[src/bsc_pkg.sv]
// bsc_pkg: constants, register map and state type for the burner sequencer
// assumes a 10 MHz system clock and a 32-bit axi4-lite register bus
package bsc_pkg;
  // =====================================================================
  // timing
  // =====================================================================
  localparam int CLK_HZ = 10000000;
  localparam int TICK_S = 1;
  localparam int TICK_CYC = CLK_HZ * TICK_S;
  localparam logic [15:0] DSI_MAIN_FLAME_PERIOD_S = 16'h0004;
  localparam logic [15:0] VP_MAIN_FLAME_PERIOD_S = 16'h000a;
  localparam logic [15:0] LONG_MAIN_FLAME_PERIOD_S = 16'h001e;
  localparam logic [15:0] STAB_S = 16'h000a;
  localparam logic [15:0] PILOT_FLAME_PERIOD_LONG_S = 16'h000a;
  localparam logic [15:0] PILOT_FLAME_PERIOD_SHORT_S = 16'h0004;
  localparam logic [15:0] PILOT_FLAME_PERIOD_TEST_LONG_S = 16'h0008;
  localparam logic [15:0] PILOT_FLAME_PERIOD_TEST_SHORT_S = 16'h0003;
  localparam logic [15:0] FLAMEOUT_S = 16'h000f;
  localparam logic [15:0] PII_S = 16'h0005;
  localparam logic [15:0] POST_DEF_S = 16'h000f;
  localparam logic [15:0] POST_MAX_S = 16'h0f78;
  localparam logic [15:0] VP_DEF_S = 16'h000a;
  // =====================================================================
  // registers
  // =====================================================================
  localparam logic [7:0] CTRL_OFS = 8'h00;
  localparam logic [7:0] POST_OFS = 8'h04;
  localparam logic [7:0] VPT_OFS = 8'h08;
  localparam logic [7:0] STAT_OFS = 8'h0c;
  localparam logic [7:0] TIMER_OFS = 8'h10;
  // ctrl fields: bit0 vp_after, bit1 restart request
  localparam int CTRL_VP_AFTER = 0;
  localparam int CTRL_RESTART = 1;
  localparam logic [1:0] RESP_OKAY = 2'h0;
  localparam logic [1:0] RESP_SLVERR = 2'h2;
  typedef enum logic [3:0] {
    ST_STANDBY, ST_PRE_HIGH, ST_PRE_TIMED, ST_PRE_LOW, ST_PILOT_FLAME_PERIOD,
    ST_MAIN_FLAME_PERIOD, ST_RUN, ST_POST, ST_LOCKOUT
  } bsc_state_e;
endpackage

[src/bsc_top.sv]
// bsc_top: later burner sequence (ignition trials, run, postpurge)
// assumes field inputs are asynchronous and synchronised here
`timescale 1ns/100ps
// Function
// - direct spark: ignition and both valves together
// - direct spark: flame proven at 4 s
// - proven flame: ignition off, enter run
// - run starts with ten second stabilization
// - then release firing motor to modulation
// - stay in run until demand opens
// - postpurge programmable, default 15 s, blower on
// - postpurge start: valves off, low fire
// - valve check runs during postpurge, then finish
// - valve check without spark: 10 s main period
// - test holds drive to high fire
// - test freezes purge timer unless valve checking
// - test holds drive to low fire
// - test stops pilot timer early, flameout timer
// - test ignored in pilot period when valve outputs strapped
// - test in run commands low fire
// - test mode stops at next hold point
// - pilot link: intact 10 s, clipped 4 s
// - spark link skips pilot on valve-check demand, main 4 s
// - strap extends main period unless valve checking
// - postpurge interlock fault shuts down
module bsc_top
  import bsc_pkg::*;
#(
  parameter int TICK_CYCLES = TICK_CYC
)
(
  // clock and reset
  input wire logic CLK,
  input wire logic RST,
  // field inputs
  input wire logic DEMAND,
  input wire logic VP_DEMAND,
  input wire logic PRE_IGN_ILK,
  input wire logic LOCKOUT_ILK,
  input wire logic HIGH_FIRE_SW,
  input wire logic LOW_FIRE_SW,
  input wire logic FLAME,
  input wire logic TEST_SW,
  input wire logic VALVE_STRAP,
  input wire logic MAIN_FLAME_PERIOD_STRAP,
  input wire logic VP_SW,
  // option links, high when intact
  input wire logic PILOT_PERIOD_LINK,
  input wire logic SPARK_OPTION_LINK_A,
  // outputs to the field
  output logic IGNITION,
  output logic PILOT_VALVE,
  output logic UPSTREAM_FUEL_VALVE,
  output logic DOWNSTREAM_FUEL_VALVE,
  output logic BLOWER,
  output logic FIRE_HIGH,
  output logic FIRE_LOW,
  output logic MODULATE,
  output logic LOCKOUT,
  // axi4-lite slave
  input wire logic [7:0] AWADDR,
  input wire logic AWVALID,
  output logic AWREADY,
  input wire logic [31:0] WDATA,
  input wire logic [3:0] WSTRB,
  input wire logic WVALID,
  output logic WREADY,
  output logic [1:0] BRESP,
  output logic BVALID,
  input wire logic BREADY,
  input wire logic [7:0] ARADDR,
  input wire logic ARVALID,
  output logic ARREADY,
  output logic [31:0] RDATA,
  output logic [1:0] RRESP,
  output logic RVALID,
  input wire logic RREADY
);
  localparam int NSYNC = 13;

  typedef struct packed {
    logic [NSYNC-1:0] s1;
    logic [NSYNC-1:0] s2;
    logic [23:0] div;
    logic tick;
    bsc_state_e st;
    logic [15:0] tmr;
    logic [15:0] aux;
    logic [15:0] vpt;
    logic vp_busy;
    logic test_hold;
    logic vp_demand_used;
    logic [15:0] post_set;
    logic [15:0] vp_set;
    logic vp_after;
    logic restart;
    logic ign;
    logic pv;
    logic uv;
    logic dv;
    logic blow;
    logic fhi;
    logic flo;
    logic mod;
    logic lock;
    logic aw_got;
    logic w_got;
    logic [7:0] awa;
    logic [31:0] wd;
    logic [3:0] ws;
    logic bv;
    logic [1:0] br;
    logic rv;
    logic [31:0] rd;
    logic [1:0] rr;
  } bsc_regs_s;

  bsc_regs_s r;
  bsc_regs_s n;

  // synchronised input names
  logic demand_s, vpdem_s, pii_s, lilk_s, hfs_s, lfs_s, flame_s;
  logic test_s, strap_s, mstrap_s, vpsw_s, plink_s, slink_s;
  logic active_demand, dsi;
  logic [15:0] main_flame_period_len, pilot_flame_period_len, pilot_flame_period_test_len;

  // bit order of the synchroniser vector
  assign {demand_s, vpdem_s, pii_s, lilk_s, hfs_s, lfs_s, flame_s,
          test_s, strap_s, mstrap_s, vpsw_s, plink_s, slink_s} = r.s2;

  // clamp postpurge setting to its allowed range
  function automatic logic [15:0] clamp_post(input logic [15:0] v);
    clamp_post = (v > POST_MAX_S) ? POST_MAX_S : v;
  endfunction

  // =====================================================================
  // sequencer and register bus
  // =====================================================================
  always_comb
  begin
    n = r;
    n.s1 = {DEMAND, VP_DEMAND, PRE_IGN_ILK, LOCKOUT_ILK, HIGH_FIRE_SW,
            LOW_FIRE_SW, FLAME, TEST_SW, VALVE_STRAP, MAIN_FLAME_PERIOD_STRAP, VP_SW,
            PILOT_PERIOD_LINK, SPARK_OPTION_LINK_A};
    n.s2 = r.s1;
    // one second tick from the system clock
    n.tick = 1'b0;
    if (r.div == 24'(TICK_CYCLES - 1))
    begin
      n.div = 24'h000000;
      n.tick = 1'b1;
    end
    else
      n.div = r.div + 24'h000001;
    // demand input in use: valve-check demand when wired
    active_demand = r.vp_demand_used ? vpdem_s : demand_s;
    dsi = slink_s && r.vp_demand_used;
    // main flame period selection
    if (dsi)
      main_flame_period_len = DSI_MAIN_FLAME_PERIOD_S;
    else if (r.vp_demand_used)
      main_flame_period_len = VP_MAIN_FLAME_PERIOD_S;
    else if (mstrap_s)
      main_flame_period_len = LONG_MAIN_FLAME_PERIOD_S;
    else
      main_flame_period_len = VP_MAIN_FLAME_PERIOD_S;
    // pilot period from the link
    pilot_flame_period_len = plink_s ? PILOT_FLAME_PERIOD_LONG_S : PILOT_FLAME_PERIOD_SHORT_S;
    pilot_flame_period_test_len = plink_s ? PILOT_FLAME_PERIOD_TEST_LONG_S : PILOT_FLAME_PERIOD_TEST_SHORT_S;
    n.test_hold = 1'b0;
    case (r.st)
      ST_STANDBY:
      begin
        n.ign = 1'b0; n.pv = 1'b0; n.uv = 1'b0; n.dv = 1'b0;
        n.blow = 1'b0; n.mod = 1'b0; n.fhi = 1'b0; n.flo = 1'b0;
        n.tmr = 16'h0000;
        n.aux = 16'h0000;
        if (vpdem_s || demand_s)
        begin
          n.vp_demand_used = vpdem_s;
          n.st = ST_PRE_HIGH;
        end
      end
      ST_PRE_HIGH:
      begin
        n.blow = 1'b1; n.fhi = 1'b1; n.flo = 1'b0;
        // test holds the drive to high fire
        n.test_hold = test_s;
        if (hfs_s && lilk_s && !test_s)
          n.st = ST_PRE_TIMED;
      end
      ST_PRE_TIMED:
      begin
        // test freezes timing, not while valve checking
        n.test_hold = test_s && !r.vp_busy;
        if (r.tick && !n.test_hold)
          n.tmr = r.tmr + 16'h0001;
        if (r.tmr >= STAB_S)
        begin
          n.tmr = 16'h0000;
          n.st = ST_PRE_LOW;
        end
      end
      ST_PRE_LOW:
      begin
        n.fhi = 1'b0; n.flo = 1'b1;
        // test holds the drive to low fire
        n.test_hold = test_s;
        if (lfs_s && !test_s)
        begin
          n.tmr = 16'h0000;
          if (dsi)
          begin
            // spark and both valves in one cycle
            n.ign = 1'b1; n.uv = 1'b1; n.dv = 1'b1;
            n.st = ST_MAIN_FLAME_PERIOD;
          end
          else
          begin
            n.ign = 1'b1; n.pv = 1'b1;
            n.st = ST_PILOT_FLAME_PERIOD;
          end
        end
      end
      ST_PILOT_FLAME_PERIOD:
      begin
        // test stops the early timer unless valves strapped
        n.test_hold = test_s && !strap_s && r.tmr < pilot_flame_period_test_len;
        if (r.tick && !n.test_hold)
          n.tmr = r.tmr + 16'h0001;
        // fifteen second flameout timer while held
        if (!n.test_hold || flame_s)
          n.aux = 16'h0000;
        else if (r.tick)
          n.aux = r.aux + 16'h0001;
        if (r.aux >= FLAMEOUT_S)
          n.st = ST_LOCKOUT;
        else if (r.tmr >= pilot_flame_period_len)
        begin
          n.tmr = 16'h0000;
          if (flame_s)
          begin
            n.ign = 1'b0; n.uv = 1'b1;
            n.dv = r.vp_demand_used;
            n.st = ST_MAIN_FLAME_PERIOD;
          end
          else
            n.st = ST_LOCKOUT;
        end
      end
      ST_MAIN_FLAME_PERIOD:
      begin
        if (r.tick)
          n.tmr = r.tmr + 16'h0001;
        // flame proven at end of main period
        if (r.tmr >= main_flame_period_len)
        begin
          if (flame_s)
          begin
            // ignition off, into run
            n.ign = 1'b0; n.pv = 1'b0;
            n.tmr = 16'h0000;
            n.st = ST_RUN;
          end
          else
            n.st = ST_LOCKOUT;
        end
      end
      ST_RUN:
      begin
        // stabilization before release
        if (r.tick && r.tmr < STAB_S)
          n.tmr = r.tmr + 16'h0001;
        // release to modulation, test forces low fire
        n.mod = (r.tmr >= STAB_S) && !test_s;
        n.flo = !n.mod;
        n.test_hold = test_s;
        if (!flame_s || !lilk_s)
          n.st = ST_LOCKOUT;
        else if (!active_demand)
        begin
          // postpurge entry: valves off, low fire
          n.uv = 1'b0; n.dv = 1'b0; n.pv = 1'b0; n.ign = 1'b0;
          n.mod = 1'b0; n.flo = 1'b1;
          n.tmr = 16'h0000;
          n.aux = 16'h0000;
          n.vp_busy = r.vp_after && r.vp_demand_used;
          n.vpt = 16'h0000;
          n.st = ST_POST;
        end
      end
      ST_POST:
      begin
        n.blow = 1'b1;
        if (r.tick && r.tmr < r.post_set)
          n.tmr = r.tmr + 16'h0001;
        // valve check runs alongside postpurge
        if (r.vp_busy)
        begin
          n.uv = r.vpt < (r.vp_set >> 1);
          if (r.tick)
            n.vpt = r.vpt + 16'h0001;
          if (r.vpt >= r.vp_set)
          begin
            n.vp_busy = 1'b0;
            n.uv = 1'b0;
          end
        end
        // interlock must close in 5 s and stay closed
        if (r.tick && r.aux < PII_S)
          n.aux = r.aux + 16'h0001;
        if (!r.vp_busy && !pii_s && r.aux >= PII_S)
          n.st = ST_LOCKOUT;
        else if (!r.vp_busy && r.tmr >= r.post_set)
        begin
          n.blow = 1'b0; n.flo = 1'b0;
          n.st = ST_STANDBY;
        end
      end
      ST_LOCKOUT:
      begin
        n.ign = 1'b0; n.pv = 1'b0; n.uv = 1'b0; n.dv = 1'b0;
        n.mod = 1'b0; n.fhi = 1'b0; n.flo = 1'b0; n.blow = 1'b0;
        n.vp_busy = 1'b0;
        if (r.restart)
          n.st = ST_STANDBY;
      end
      default:
        n.st = ST_LOCKOUT;
    endcase
    n.lock = (n.st == ST_LOCKOUT);
    n.restart = 1'b0;
    // axi write: take address and data in either order
    if (AWVALID && AWREADY)
    begin
      n.aw_got = 1'b1;
      n.awa = AWADDR;
    end
    if (WVALID && WREADY)
    begin
      n.w_got = 1'b1;
      n.wd = WDATA;
      n.ws = WSTRB;
    end
    if (r.aw_got && r.w_got && !r.bv)
    begin
      n.aw_got = 1'b0;
      n.w_got = 1'b0;
      n.bv = 1'b1;
      n.br = RESP_OKAY;
      case (r.awa)
        CTRL_OFS:
        begin
          if (r.ws[0])
          begin
            n.vp_after = r.wd[CTRL_VP_AFTER];
            n.restart = r.wd[CTRL_RESTART];
          end
        end
        POST_OFS:
          if (r.ws[0] && r.ws[1])
            n.post_set = clamp_post(r.wd[15:0]);
        VPT_OFS:
          if (r.ws[0] && r.ws[1])
            n.vp_set = r.wd[15:0];
        STAT_OFS, TIMER_OFS:
          n.br = RESP_OKAY;
        default:
          n.br = RESP_SLVERR;
      endcase
    end
    if (r.bv && BREADY)
      n.bv = 1'b0;
    // axi read: answer one cycle after the address is taken
    if (ARVALID && ARREADY)
    begin
      n.rv = 1'b1;
      n.rr = RESP_OKAY;
      case (ARADDR)
        CTRL_OFS: n.rd = {30'h00000000, 1'b0, r.vp_after};
        POST_OFS: n.rd = {16'h0000, r.post_set};
        VPT_OFS: n.rd = {16'h0000, r.vp_set};
        STAT_OFS: n.rd = {22'h000000, r.vp_busy, r.test_hold,
                          r.vp_demand_used, r.lock, 2'h0,
                          4'(r.st)};
        TIMER_OFS: n.rd = {r.aux, r.tmr};
        default:
        begin
          n.rd = 32'h00000000;
          n.rr = RESP_SLVERR;
        end
      endcase
    end
    else if (r.rv && RREADY)
      n.rv = 1'b0;
  end

  // =====================================================================
  // state register
  // =====================================================================
  always_ff @(posedge CLK)
  begin
    if (RST)
    begin
      r <= '0;
      r.st <= ST_STANDBY;
      r.post_set <= POST_DEF_S;
      r.vp_set <= VP_DEF_S;
    end
    else
      r <= n;
  end

  // output drive, all from flip-flops
  assign IGNITION = r.ign;
  assign PILOT_VALVE = r.pv;
  assign UPSTREAM_FUEL_VALVE = r.uv;
  assign DOWNSTREAM_FUEL_VALVE = r.dv;
  assign BLOWER = r.blow;
  assign FIRE_HIGH = r.fhi;
  assign FIRE_LOW = r.flo;
  assign MODULATE = r.mod;
  assign LOCKOUT = r.lock;
  assign AWREADY = !r.aw_got;
  assign WREADY = !r.w_got;
  assign BVALID = r.bv;
  assign BRESP = r.br;
  assign ARREADY = !r.rv;
  assign RVALID = r.rv;
  assign RDATA = r.rd;
  assign RRESP = r.rr;
endmodule

[config.mk]
export PLATFORM = sky130hd
export DESIGN_NAME = bsc_top
export DESIGN_NICKNAME = d
export VERILOG_FILES = /design/src/bsc_pkg.sv /design/src/bsc_top.sv
export SDC_FILE = /design/constraint.sdc
export NUM_CORES = 1
export LEC_CHECK = 0
export BUFFER_PORTS_ARGS = -buffer_cell sky130_fd_sc_hd__clkbuf_2
export CORE_MARGIN = 2
export CORE_UTILIZATION = 50
export CTS_CLUSTER_SIZE = 30
export DETAILED_ROUTE_END_ITERATION = 8
export GPL_ROUTABILITY_DRIVEN = 0
export PLACE_DENSITY = 0.74
export SLEW_MARGIN = 40
export SYNTH_ARGS = -nofsm -noshare
export SYNTH_HDL_FRONTEND = slang
export SYNTH_SLANG_ARGS = --single-unit
[constraint.sdc]
create_clock -name CLK -period 6.39 [get_ports CLK]
set_input_delay 0.3195 -clock CLK [delete_from_list [all_inputs] [get_ports CLK]]
set_output_delay 0.3195 -clock CLK [all_outputs]
set_load 0.01 [all_outputs]
==> results of run 1 <==
[metal layers]
metal  track usage  part of all wire  vias up  routed length (µm)
met5             0                 0        -                   0
met4        0.0743             0.030        0                 868
met3        0.0417             0.079       63                2290
met2         0.385              0.44      403               12800
met1         0.335              0.45     4643               13100
li1              -                 -     4850                   -
[stage by stage]
| step | cell area [µm²] | utilization | hold slack (ns) | power, mW |
|---|---|---|---|---|
| final | 12500 | 0.571 | 0.00816 | 2.89 |
| after global routing | 12500 | 0.571 | 0.0167 | 2.99 |
| after CTS | 12500 | 0.571 | 0.0000636 | 2.92 |
| after detailed placement | 11600 | 0.531 | 0.424 | 1.54 |
| after global placement | 11600 | 0.529 | 0.423 | 1.53 |
| after floorplan | 11200 | - | 0.414 | 1.48 |
[critical path, stage by stage, from the launching register on]
cell and delay, ns:
sky130_fd_sc_hd__dfxtp_1 0.52, sky130_fd_sc_hd__nand2_1 0.17, sky130_fd_sc_hd__inv_1 0.14, sky130_fd_sc_hd__a21oi_1 0.06, sky130_fd_sc_hd__ha_1 0.29, sky130_fd_sc_hd__nand3b_1 0.09
sky130_fd_sc_hd__o211ai_1 0.13, sky130_fd_sc_hd__o31ai_2 0.39, sky130_fd_sc_hd__nand2_1 0.26, sky130_fd_sc_hd__o21ai_2 0.54, sky130_fd_sc_hd__o22ai_1 0.18, sky130_fd_sc_hd__a211oi_2 0.24
[cell usage after synthesis (6+ instances only)]
cell type / count
sky130_fd_sc_hd__a221oi_1: 7
sky130_fd_sc_hd__nand2_1: 125
sky130_fd_sc_hd__clkbuf_1: 51
sky130_fd_sc_hd__ha_1: 60
sky130_fd_sc_hd__a31oi_1: 13
sky130_fd_sc_hd__o21ai_1: 9
sky130_fd_sc_hd__o21ai_0: 26
sky130_fd_sc_hd__a22oi_1: 7
sky130_fd_sc_hd__or4_1: 8
sky130_fd_sc_hd__nand2b_1: 8
sky130_fd_sc_hd__buf_2: 11
sky130_fd_sc_hd__nor3_1: 37
sky130_fd_sc_hd__nand4b_1: 6
sky130_fd_sc_hd__inv_1: 65
sky130_fd_sc_hd__nor2_1: 157
sky130_fd_sc_hd__nor2b_1: 34
sky130_fd_sc_hd__mux2i_1: 35
sky130_fd_sc_hd__a211oi_1: 17
sky130_fd_sc_hd__a2bb2oi_1: 15
sky130_fd_sc_hd__dfxtp_1: 211
sky130_fd_sc_hd__xnor2_1: 15
sky130_fd_sc_hd__o211ai_1: 18
sky130_fd_sc_hd__nor4_1: 8
sky130_fd_sc_hd__or3_1: 7
sky130_fd_sc_hd__nand3_1: 71
sky130_fd_sc_hd__a21o_1: 8
sky130_fd_sc_hd__a21oi_1: 96
sky130_fd_sc_hd__a222oi_1: 8
sky130_fd_sc_hd__o22ai_1: 8
sky130_fd_sc_hd__buf_4: 36
sky130_fd_sc_hd__nand4_1: 31
sky130_fd_sc_hd__buf_1: 8
sky130_fd_sc_hd__xor2_1: 34
sky130_fd_sc_hd__and3_1: 11
[logic make-up (layout without fill, tap and decap cells)]
kind of cell	Yosys count	in the layout	synth area share
buffers and inverters	172	225	0.0710
and+or+nand+nor	547	547	0.246
DFF	211	211	0.378
muxes	38	38	0.0343
adders and majority gates	60	60	0.0671
other	1	2	0.000335
xor gates and xnor gates	49	49	0.0384
AOI/OAI and AO/OA	276	276	0.166
[path summary, 6_finish.rpt]
kind | end | start | cells past startpoint
worst max-delay path | r[171] | r[127] | 11
worst min-delay path | n[218] | VP_DEMAND | 2
worst max register to register | r[171] | r[127] | 11
worst min register to register | pii_s | n[217] | 1
[cells in the final DEF (no fill, tap or decap), types with 5 or more instances in the layout]
| master | instances |
|---|---|
| sky130_fd_sc_hd__or2_2 | 5 |
| sky130_fd_sc_hd__and3_1 | 10 |
| sky130_fd_sc_hd__nand4b_1 | 6 |
| sky130_fd_sc_hd__nand2_1 | 124 |
| sky130_fd_sc_hd__o21ai_0 | 26 |
| sky130_fd_sc_hd__a222oi_1 | 8 |
| sky130_fd_sc_hd__nor3_1 | 35 |
| sky130_fd_sc_hd__inv_1 | 65 |
| sky130_fd_sc_hd__clkinv_2 | 7 |
| sky130_fd_sc_hd__mux2i_1 | 35 |
| sky130_fd_sc_hd__nand4_1 | 31 |
| sky130_fd_sc_hd__xnor2_1 | 15 |
| sky130_fd_sc_hd__nand2b_1 | 8 |
| sky130_fd_sc_hd__nor2_1 | 156 |
| sky130_fd_sc_hd__nor2b_1 | 32 |
| sky130_fd_sc_hd__a31oi_1 | 13 |
| sky130_fd_sc_hd__a211oi_1 | 17 |
| sky130_fd_sc_hd__nor4_1 | 8 |
| sky130_fd_sc_hd__o22ai_1 | 8 |
| sky130_fd_sc_hd__dfxtp_1 | 211 |
| sky130_fd_sc_hd__o21ai_1 | 8 |
| sky130_fd_sc_hd__buf_4 | 12 |
| sky130_fd_sc_hd__clkbuf_2 | 99 |
| sky130_fd_sc_hd__dlygate4sd3_1 | 7 |
| sky130_fd_sc_hd__or3_1 | 7 |
| sky130_fd_sc_hd__or4_1 | 8 |
| sky130_fd_sc_hd__o211ai_1 | 18 |
| sky130_fd_sc_hd__a21oi_1 | 96 |
| sky130_fd_sc_hd__xor2_1 | 34 |
| sky130_fd_sc_hd__clkbuf_16 | 23 |
| sky130_fd_sc_hd__a21o_1 | 8 |
| sky130_fd_sc_hd__nor4b_1 | 5 |
| sky130_fd_sc_hd__a2bb2oi_1 | 15 |
| sky130_fd_sc_hd__a22oi_1 | 7 |
| sky130_fd_sc_hd__ha_1 | 60 |
| sky130_fd_sc_hd__nand3_1 | 71 |
| sky130_fd_sc_hd__a221oi_1 | 7 |
| sky130_fd_sc_hd__clkbuf_8 | 5 |
[area by class of cell]
type                            count  area share
Multi-Input combinational cell    972       0.498
Sequential cell                   211       0.338
Timing Repair Buffer              118      0.0525
Clock buffer                       29      0.0519
Tap cell                          280      0.0280
Inverter                           66      0.0198
Clock inverter                     12      0.0122
[report_power, final]
group | switching [mW] | internal, mW
sequential | 0.0222 | 1.34
combinational | 0.0949 | 0.0564
clock | 0.539 | 0.842
total | 0.656 | 2.24
==> run_results.csv, run 1 <==
group,metric,value,unit
detailed_routing,drtAntennaViolNets,0,
floorplanning,core_area,21900,µm²
critical_path,type_of_destination_of_the_critical_path,"register",
logic_synthesis,synth.lib_cells_used.distinct,79,
critical_path,timing.setup.critical_path_class,"reg2reg",
detailed_routing,via_cell_ratio,5.90,
clocking,max-clock-path-buffers,3,
logic_synthesis,synth-warning-count,0,
detailed_routing,drt_iter0_markers,1013,
critical_path,crit_fanout,14,
global_routing,grt_max_degree,72,
floorplanning,die_area,23600,µm²
power,irDropWorstVdd,194,µV
detailed_routing,number_of_vias_after_detailed_routing,9959,
placement,preCtsSetupSlack,3.20,ns
worst_hold_path,min-delay-path-class,"in2reg",
outcome,outcome,"completed",
global_routing,grt_first_pass_wirelength,47.4,mm
logic_synthesis,syn_avg_cell_area,8.26,µm²
detailed_routing,route.detailed.wl_per_inst,17.2,µm
power,p_per_area,232,nW/µm²
detailed_routing,drt_drc_violations_left,0,
logic_synthesis,synth-async-reset-ratio,0,
finish,share_of_layout_cells_above_drive_strength_1,0.132,
timing,hold_viol_final,0,
floorplanning,start_util,0.511,
timing,worst_slack,3.29,ns
floorplanning,std_cell_rows,54,
critical_path,cp-start-kind,"register",
finish,largest_register,"r",
critical_path,r2r_slack,3.29,ns
placement,numPortBuffers,100,
timing,rsz0062_at_grt,"false",
finish,antenna_cells_inserted,0,
detailed_routing,detail_route.first_pass.iterations,8,
finish,regArea,4220,µm²
global_routing,track_usage,0.241,
finish,nNetsFinal,1524,
clocking,cts.sink_count,211,
logic_synthesis,synth_cells,1354,
logic_synthesis,syn_area,11200,µm²
clocking,cts_tree,"built",
logic_synthesis,synth_top_cell_area_share,0.378,
timing,finalCritPeriodShare,0.484,
floorplanning,die_h,154,µm
global_routing,via_count_of_the_first_global_routing_pass,9327,
floorplanning,die_width,154,µm
timing,final.min_clock_period,3.10,ns
logic_synthesis,synth-edff-count,0,
logic_synthesis,yosys-top-cells-area,"sky130_fd_sc_hd__dfxtp_1 38%, sky130_fd_sc_hd__ha_1 6.7%, sky130_fd_sc_hd__nor2_1 5.3%",
floorplanning,pin_count,122,
clocking,hold_buffers,7,
finish,largest_register_ff_count,146,
timing,slew_viol_final,0,
clocking,number_of_clock_buffers_inserted_by_tritoncts,23,
critical_path,critical_path_required,6.83,ns
detailed_routing,total_length_of_routed_wires,29.0,mm
logic_synthesis,postSynthRegisterBits,211,
finish,nFillCells,1963,
timing,timing.setup.tns,0,ns
timing,clock-skew-final,0.0181,ns
clocking,htreeDepth,1,
timing,max_freq,323,MHz
logic_synthesis,ys_seq_area_frac,0.378,
logic_synthesis,synth_ff_type,"sky130_fd_sc_hd__dfxtp_1",
global_routing,global_route_total_overflow,0,
clocking,worstSkewPairLatency,0.53,ns
placement,dpl.hpwl,21.1,mm
clocking,path_clk_slew,0.06,ns
finish,number_of_cells_in_the_finished_layout_apart_from_fillers,1688,
global_routing,grt_antenna_before_repair,0,
timing,worstMarginPinSlew,0.776,ns
job,timing.max_cap.violations,0,
logic_synthesis,synth_area_leader_cell,"sky130_fd_sc_hd__dfxtp_1",
clocking,post_cts.resized_instances,0,
clocking,cts_root_buf,"sky130_fd_sc_hd__clkbuf_16",
timing,setup_viol,0,
finish,area_delta_synth_final,11.7,%
placement,placed_cells_incl_taps,1640,
power,p_leak,5.02,nW
clocking,cts_setup_buffers,0,
timing,slew-limit-headroom,0.475,
critical_path,wp_data_arrival,3.54,ns
finish,area_of_combinational_cells_with_multiple_inputs,6220,µm²
No activity file was read; power rests on OpenSTA's default activity.
==> run 2: changes to the inputs <==
--- a/config.mk
+++ b/config.mk
@@ -5,13 +5,14 @@
 export SDC_FILE = /design/constraint.sdc
 export NUM_CORES = 1
 export LEC_CHECK = 0
+export ABC_AREA = 1
 export BUFFER_PORTS_ARGS = -buffer_cell sky130_fd_sc_hd__clkbuf_2
 export CORE_MARGIN = 2
 export CORE_UTILIZATION = 50
 export CTS_CLUSTER_SIZE = 30
 export DETAILED_ROUTE_END_ITERATION = 8
 export GPL_ROUTABILITY_DRIVEN = 0
-export PLACE_DENSITY = 0.74
+export PLACE_DENSITY = 0.73
 export SLEW_MARGIN = 40
 export SYNTH_ARGS = -nofsm -noshare
 export SYNTH_HDL_FRONTEND = slang
==> constraint.sdc (replaced) <==
create_clock -name CLK -period 3.2 [get_ports CLK]
set_input_delay 0.16 -clock CLK [delete_from_list [all_inputs] [get_ports CLK]]
set_output_delay 0.16 -clock CLK [all_outputs]
set_load 0.01 [all_outputs]
==> run_results.csv, run 2 <==
group,metric,value,unit
logic_synthesis,synth.lib_cells_used.distinct,54,
finish,area_delta_synth_final,14.4,%
logic_synthesis,synth_ff_type,"sky130_fd_sc_hd__dfxtp_1",
finish,nFillCells,2325,
placement,placed_cells_incl_taps,2132,
global_routing,grt_most_used_layer,"met2",
global_routing,grt_antenna_before_repair,2,
logic_synthesis,syn_area,12200,µm²
logic_synthesis,synth-async-reset-ratio,0,
floorplanning,std_cell_rows,57,
logic_synthesis,synth_area_leader_cell,"sky130_fd_sc_hd__dfxtp_1",
timing,clock-skew-final,0.0105,ns
logic_synthesis,synth_most_common_cell,"sky130_fd_sc_hd__nand2_1",
logic_synthesis,synth-warning-count,0,
floorplanning,die_width,160,µm
timing,rsz0062_at_grt,"false",
floorplanning,start_util,0.505,
timing,worstMarginPinSlew,0.739,ns
power,p_per_area,439,nW/µm²
critical_path,crit_fanout,13,
placement,dpl.hpwl,24.0,mm
logic_synthesis,synth_xor_area_frac,0.0144,
clocking,cts_tree,"built",
critical_path,wp_data_arrival,3.10,ns
power,power.clock.fraction,0.481,
logic_synthesis,ys_seq_area_frac,0.347,
critical_path,dominant_cell_type_by_count_on_the_critical_path,"sky130_fd_sc_hd__nand2_1",
global_routing,grt_use_met2,0.433,
clocking,path_clk_slew,0.06,ns
placement,numPortBuffers,100,
floorplanning,pin_count,122,
timing,timing.setup.tns,0,ns
clocking,worstSkewPairLatency,0.54,ns
critical_path,path_cells,"nand2_1 -> inv_1 -> a21oi_1 -> ha_1 -> nand2_1 -> inv_1 -> nand2_1 -> nand2_1 -> nand2_1 -> nand4_1 -> nand2_1 -> nand3_1 -> nand3_1 -> nand2_1 -> a21oi_1",
timing,final.min_clock_period,2.64,ns
detailed_routing,total_length_of_routed_wires,33.6,mm
logic_synthesis,syn_avg_cell_area,6.81,µm²
timing,max_freq,378,MHz
critical_path,critical_path_buf_inv_count,2,
detailed_routing,number_of_vias_after_detailed_routing,12000,
logic_synthesis,adder_and_majority_gate_portion_of_the_synthesized_area,0.0617,
critical_path,timing.critical_path.max_delay_family,"simple AND/OR/NAND/NOR gates",
power,netSwitchingPower,1.46,mW
global_routing,grt_max_degree,87,
detailed_routing,drt_drc_violations_left,0,
finish,most_common_cell_after_layout_fill_and_taps_aside,"sky130_fd_sc_hd__nand2_1",
floorplanning,die_h,160,µm
logic_synthesis,post_synth_mux_area_share,0,
global_routing,gr-usage-met3,0.0465,
critical_path,cp-start-kind,"register",
logic_synthesis,postSynthRegisterBits,211,
job,timing.max_cap.violations,0,
logic_synthesis,synth_compound_area_frac,0.157,
logic_synthesis,synth_top_cells_by_count,"369 x sky130_fd_sc_hd__nand2_1, 224 x sky130_fd_sc_hd__inv_1, 211 x sky130_fd_sc_hd__dfxtp_1, 211 x sky130_fd_sc_hd__nor2_1, 162 x sky130_fd_sc_hd__a21oi_1",
finish,number_of_cells_in_the_finished_layout_apart_from_fillers,2217,
clocking,cts.sink_count,211,
clocking,post_cts.resized_instances,0,
global_routing,via_count_of_the_first_global_routing_pass,11300,
logic_synthesis,synth_top_cell_area_share,0.347,
critical_path,critical_path_required,3.66,ns
logic_synthesis,synth_simple_gate_area_frac,0.300,
detailed_routing,drtAntennaViolNets,0,
power,int_pwr,4.66,mW
logic_synthesis,synth_cells,1789,
finish,mostFrequentLayoutCells,"368 x sky130_fd_sc_hd__nand2_1, 222 x sky130_fd_sc_hd__inv_1, 211 x sky130_fd_sc_hd__dfxtp_1, 211 x sky130_fd_sc_hd__nor2_1, 162 x sky130_fd_sc_hd__a21oi_1",
logic_synthesis,yosys-top-cells-area,"sky130_fd_sc_hd__dfxtp_1 35%, sky130_fd_sc_hd__nand2_1 11%, sky130_fd_sc_hd__inv_1 6.9%",
finish,antenna_cells_inserted,0,
detailed_routing,via_cell_ratio,5.42,
critical_path,slowest_delay,0.49,ns
power,comb_power_share,0.070,
timing,finalCritPeriodShare,0.826,
power,irDropWorstVdd,463,µV
clocking,max-clock-path-buffers,3,
global_routing,met1_usage,0.337,
outcome,outcome,"completed",
critical_path,slowest_stage,"sky130_fd_sc_hd__dfxtp_1",
clocking,htreeDepth,1,
critical_path,type_of_destination_of_the_critical_path,"register",
finish,nNetsFinal,2009,
finish,largest_register,"r",
timing,slew-limit-headroom,0.506,
logic_synthesis,synth-edff-count,0,
clocking,number_of_clock_buffers_inserted_by_tritoncts,24,
detailed_routing,detail_route.first_pass.iterations,5,
critical_path,timing.setup.critical_path_class,"reg2reg",
floorplanning,die_area,25600,µm²
finish,largest_register_ff_count,146,
timing,slew_viol_final,0,
global_routing,global_route_total_overflow,0,
power,seqPwrFrac,0.449,
logic_synthesis,largest_family_of_logic_cells_by_synthesized_area,"simple AND/OR/NAND/NOR gates",
power,swShare,0.238,
detailed_routing,route.detailed.wl_per_inst,15.1,µm
critical_path,r2r_slack,0.56,ns
detailed_routing,drt_iter0_markers,1014,
global_routing,track_usage,0.258,
clocking,cts_root_buf,"sky130_fd_sc_hd__clkbuf_16",
timing,setup_viol,0,
finish,share_of_layout_cells_above_drive_strength_1,0.114,
timing,hold_viol_final,0,
power,p_leak,5.98,nW
floorplanning,core_area,24100,µm²
global_routing,grt_first_pass_wirelength,55.2,mm
worst_hold_path,min-delay-path-class,"in2reg",
## run 2: cell types whose count changed in the layout (fill, tap and decap cells not counted), sizes merged, moves of 19 or more
cell | before | now
mux2i | 35 | 0
dlygate4sd3 | 7 | 42
o21ai | 37 | 133
a21oi | 96 | 163
nor2b | 34 | 0
nor2 | 157 | 230
nand3 | 71 | 90
nand2 | 126 | 385
inv | 67 | 234
## run 2: through the flow
| step | instance area (µm²) | setup slack [ns] | util | hold slack, ns | power, mW |
|---|---|---|---|---|---|
| 6_report | 13900 | 0.558 | 0.578 | 0.0318 | 6.12 |
| 4_1_cts | 13900 | 0.594 | 0.577 | 0.0303 | 6.14 |
| 5_1_grt | 13900 | 0.341 | 0.578 | 0.0493 | 6.33 |
| 2_1_floorplan | 12200 | 1.13 | - | 0.259 | 3.07 |
| 3_3_place_gp | 12600 | 0.686 | 0.524 | 0.348 | 3.17 |
| 3_5_place_dp | 12600 | 0.598 | 0.524 | 0.352 | 3.18 |
## run 2: area by class of cell
cell class              count  area (µm²)  area share
inverters                 236         888      0.0638
flip-flops and latches    211        4220       0.303
multi-input cells        1247        6500       0.467
clock inverters            11         191      0.0137
clock buffers              31         667      0.0479
well taps                 324         405      0.0291
repair buffers            157        1050      0.0754
## run 2: cells by family (layout without fill, tap and decap cells)
logic type / after synthesis / count (layout)
buf+inv: 332 / 435
xor+xnor: 20 / 20
simple gates: 813 / 813
fa+ha+maj: 60 / 60
flops: 211 / 211
other cells: 1 / 2
compound gates: 352 / 352
## run 2: worst paths after layout
check / from / end / depth (start not counted)
worst min register to register: n[210] / mstrap_s / 2
worst max-delay path: r[127] / r[175] / 15
worst min-delay path: ARADDR[3] / RDATA[0] / 4
worst max register to register: r[127] / r[175] / 15
## run 2: routing by layer
layer,wire length (µm),up-vias,part of all wire
li1,-,5993,-
met1,14300,5490,0.43
met2,15500,440,0.46
met3,2640,79,0.079
met4,1100,4,0.033
met5,23,-,0.00069
## run 2: tightest hold or removal path: cells and delay by family
kind	cells	cell delay, ns
buffers and inverters	1	0.10
AO/OA/AOI/OAI	2	0.20
AND/OR/NAND/NOR	1	0.06
## run 2: power groups by stage
stage                     logic, mW  registers, mW  clock network (mW)
after floorplan               0.277           2.79                   0
after global placement        0.367           2.80                   0
after detailed placement      0.374           2.80                   0
after CTS                     0.415           2.75                2.98
after global routing          0.475           2.75                3.10
final                         0.426           2.75                2.94
## run 2: repair_timing
action / 4_1_cts / 5_1_grt
setup buffers: 0 / 0
hold buffers: 42 / 0
endpoints found under the hold margin: 42 / 0
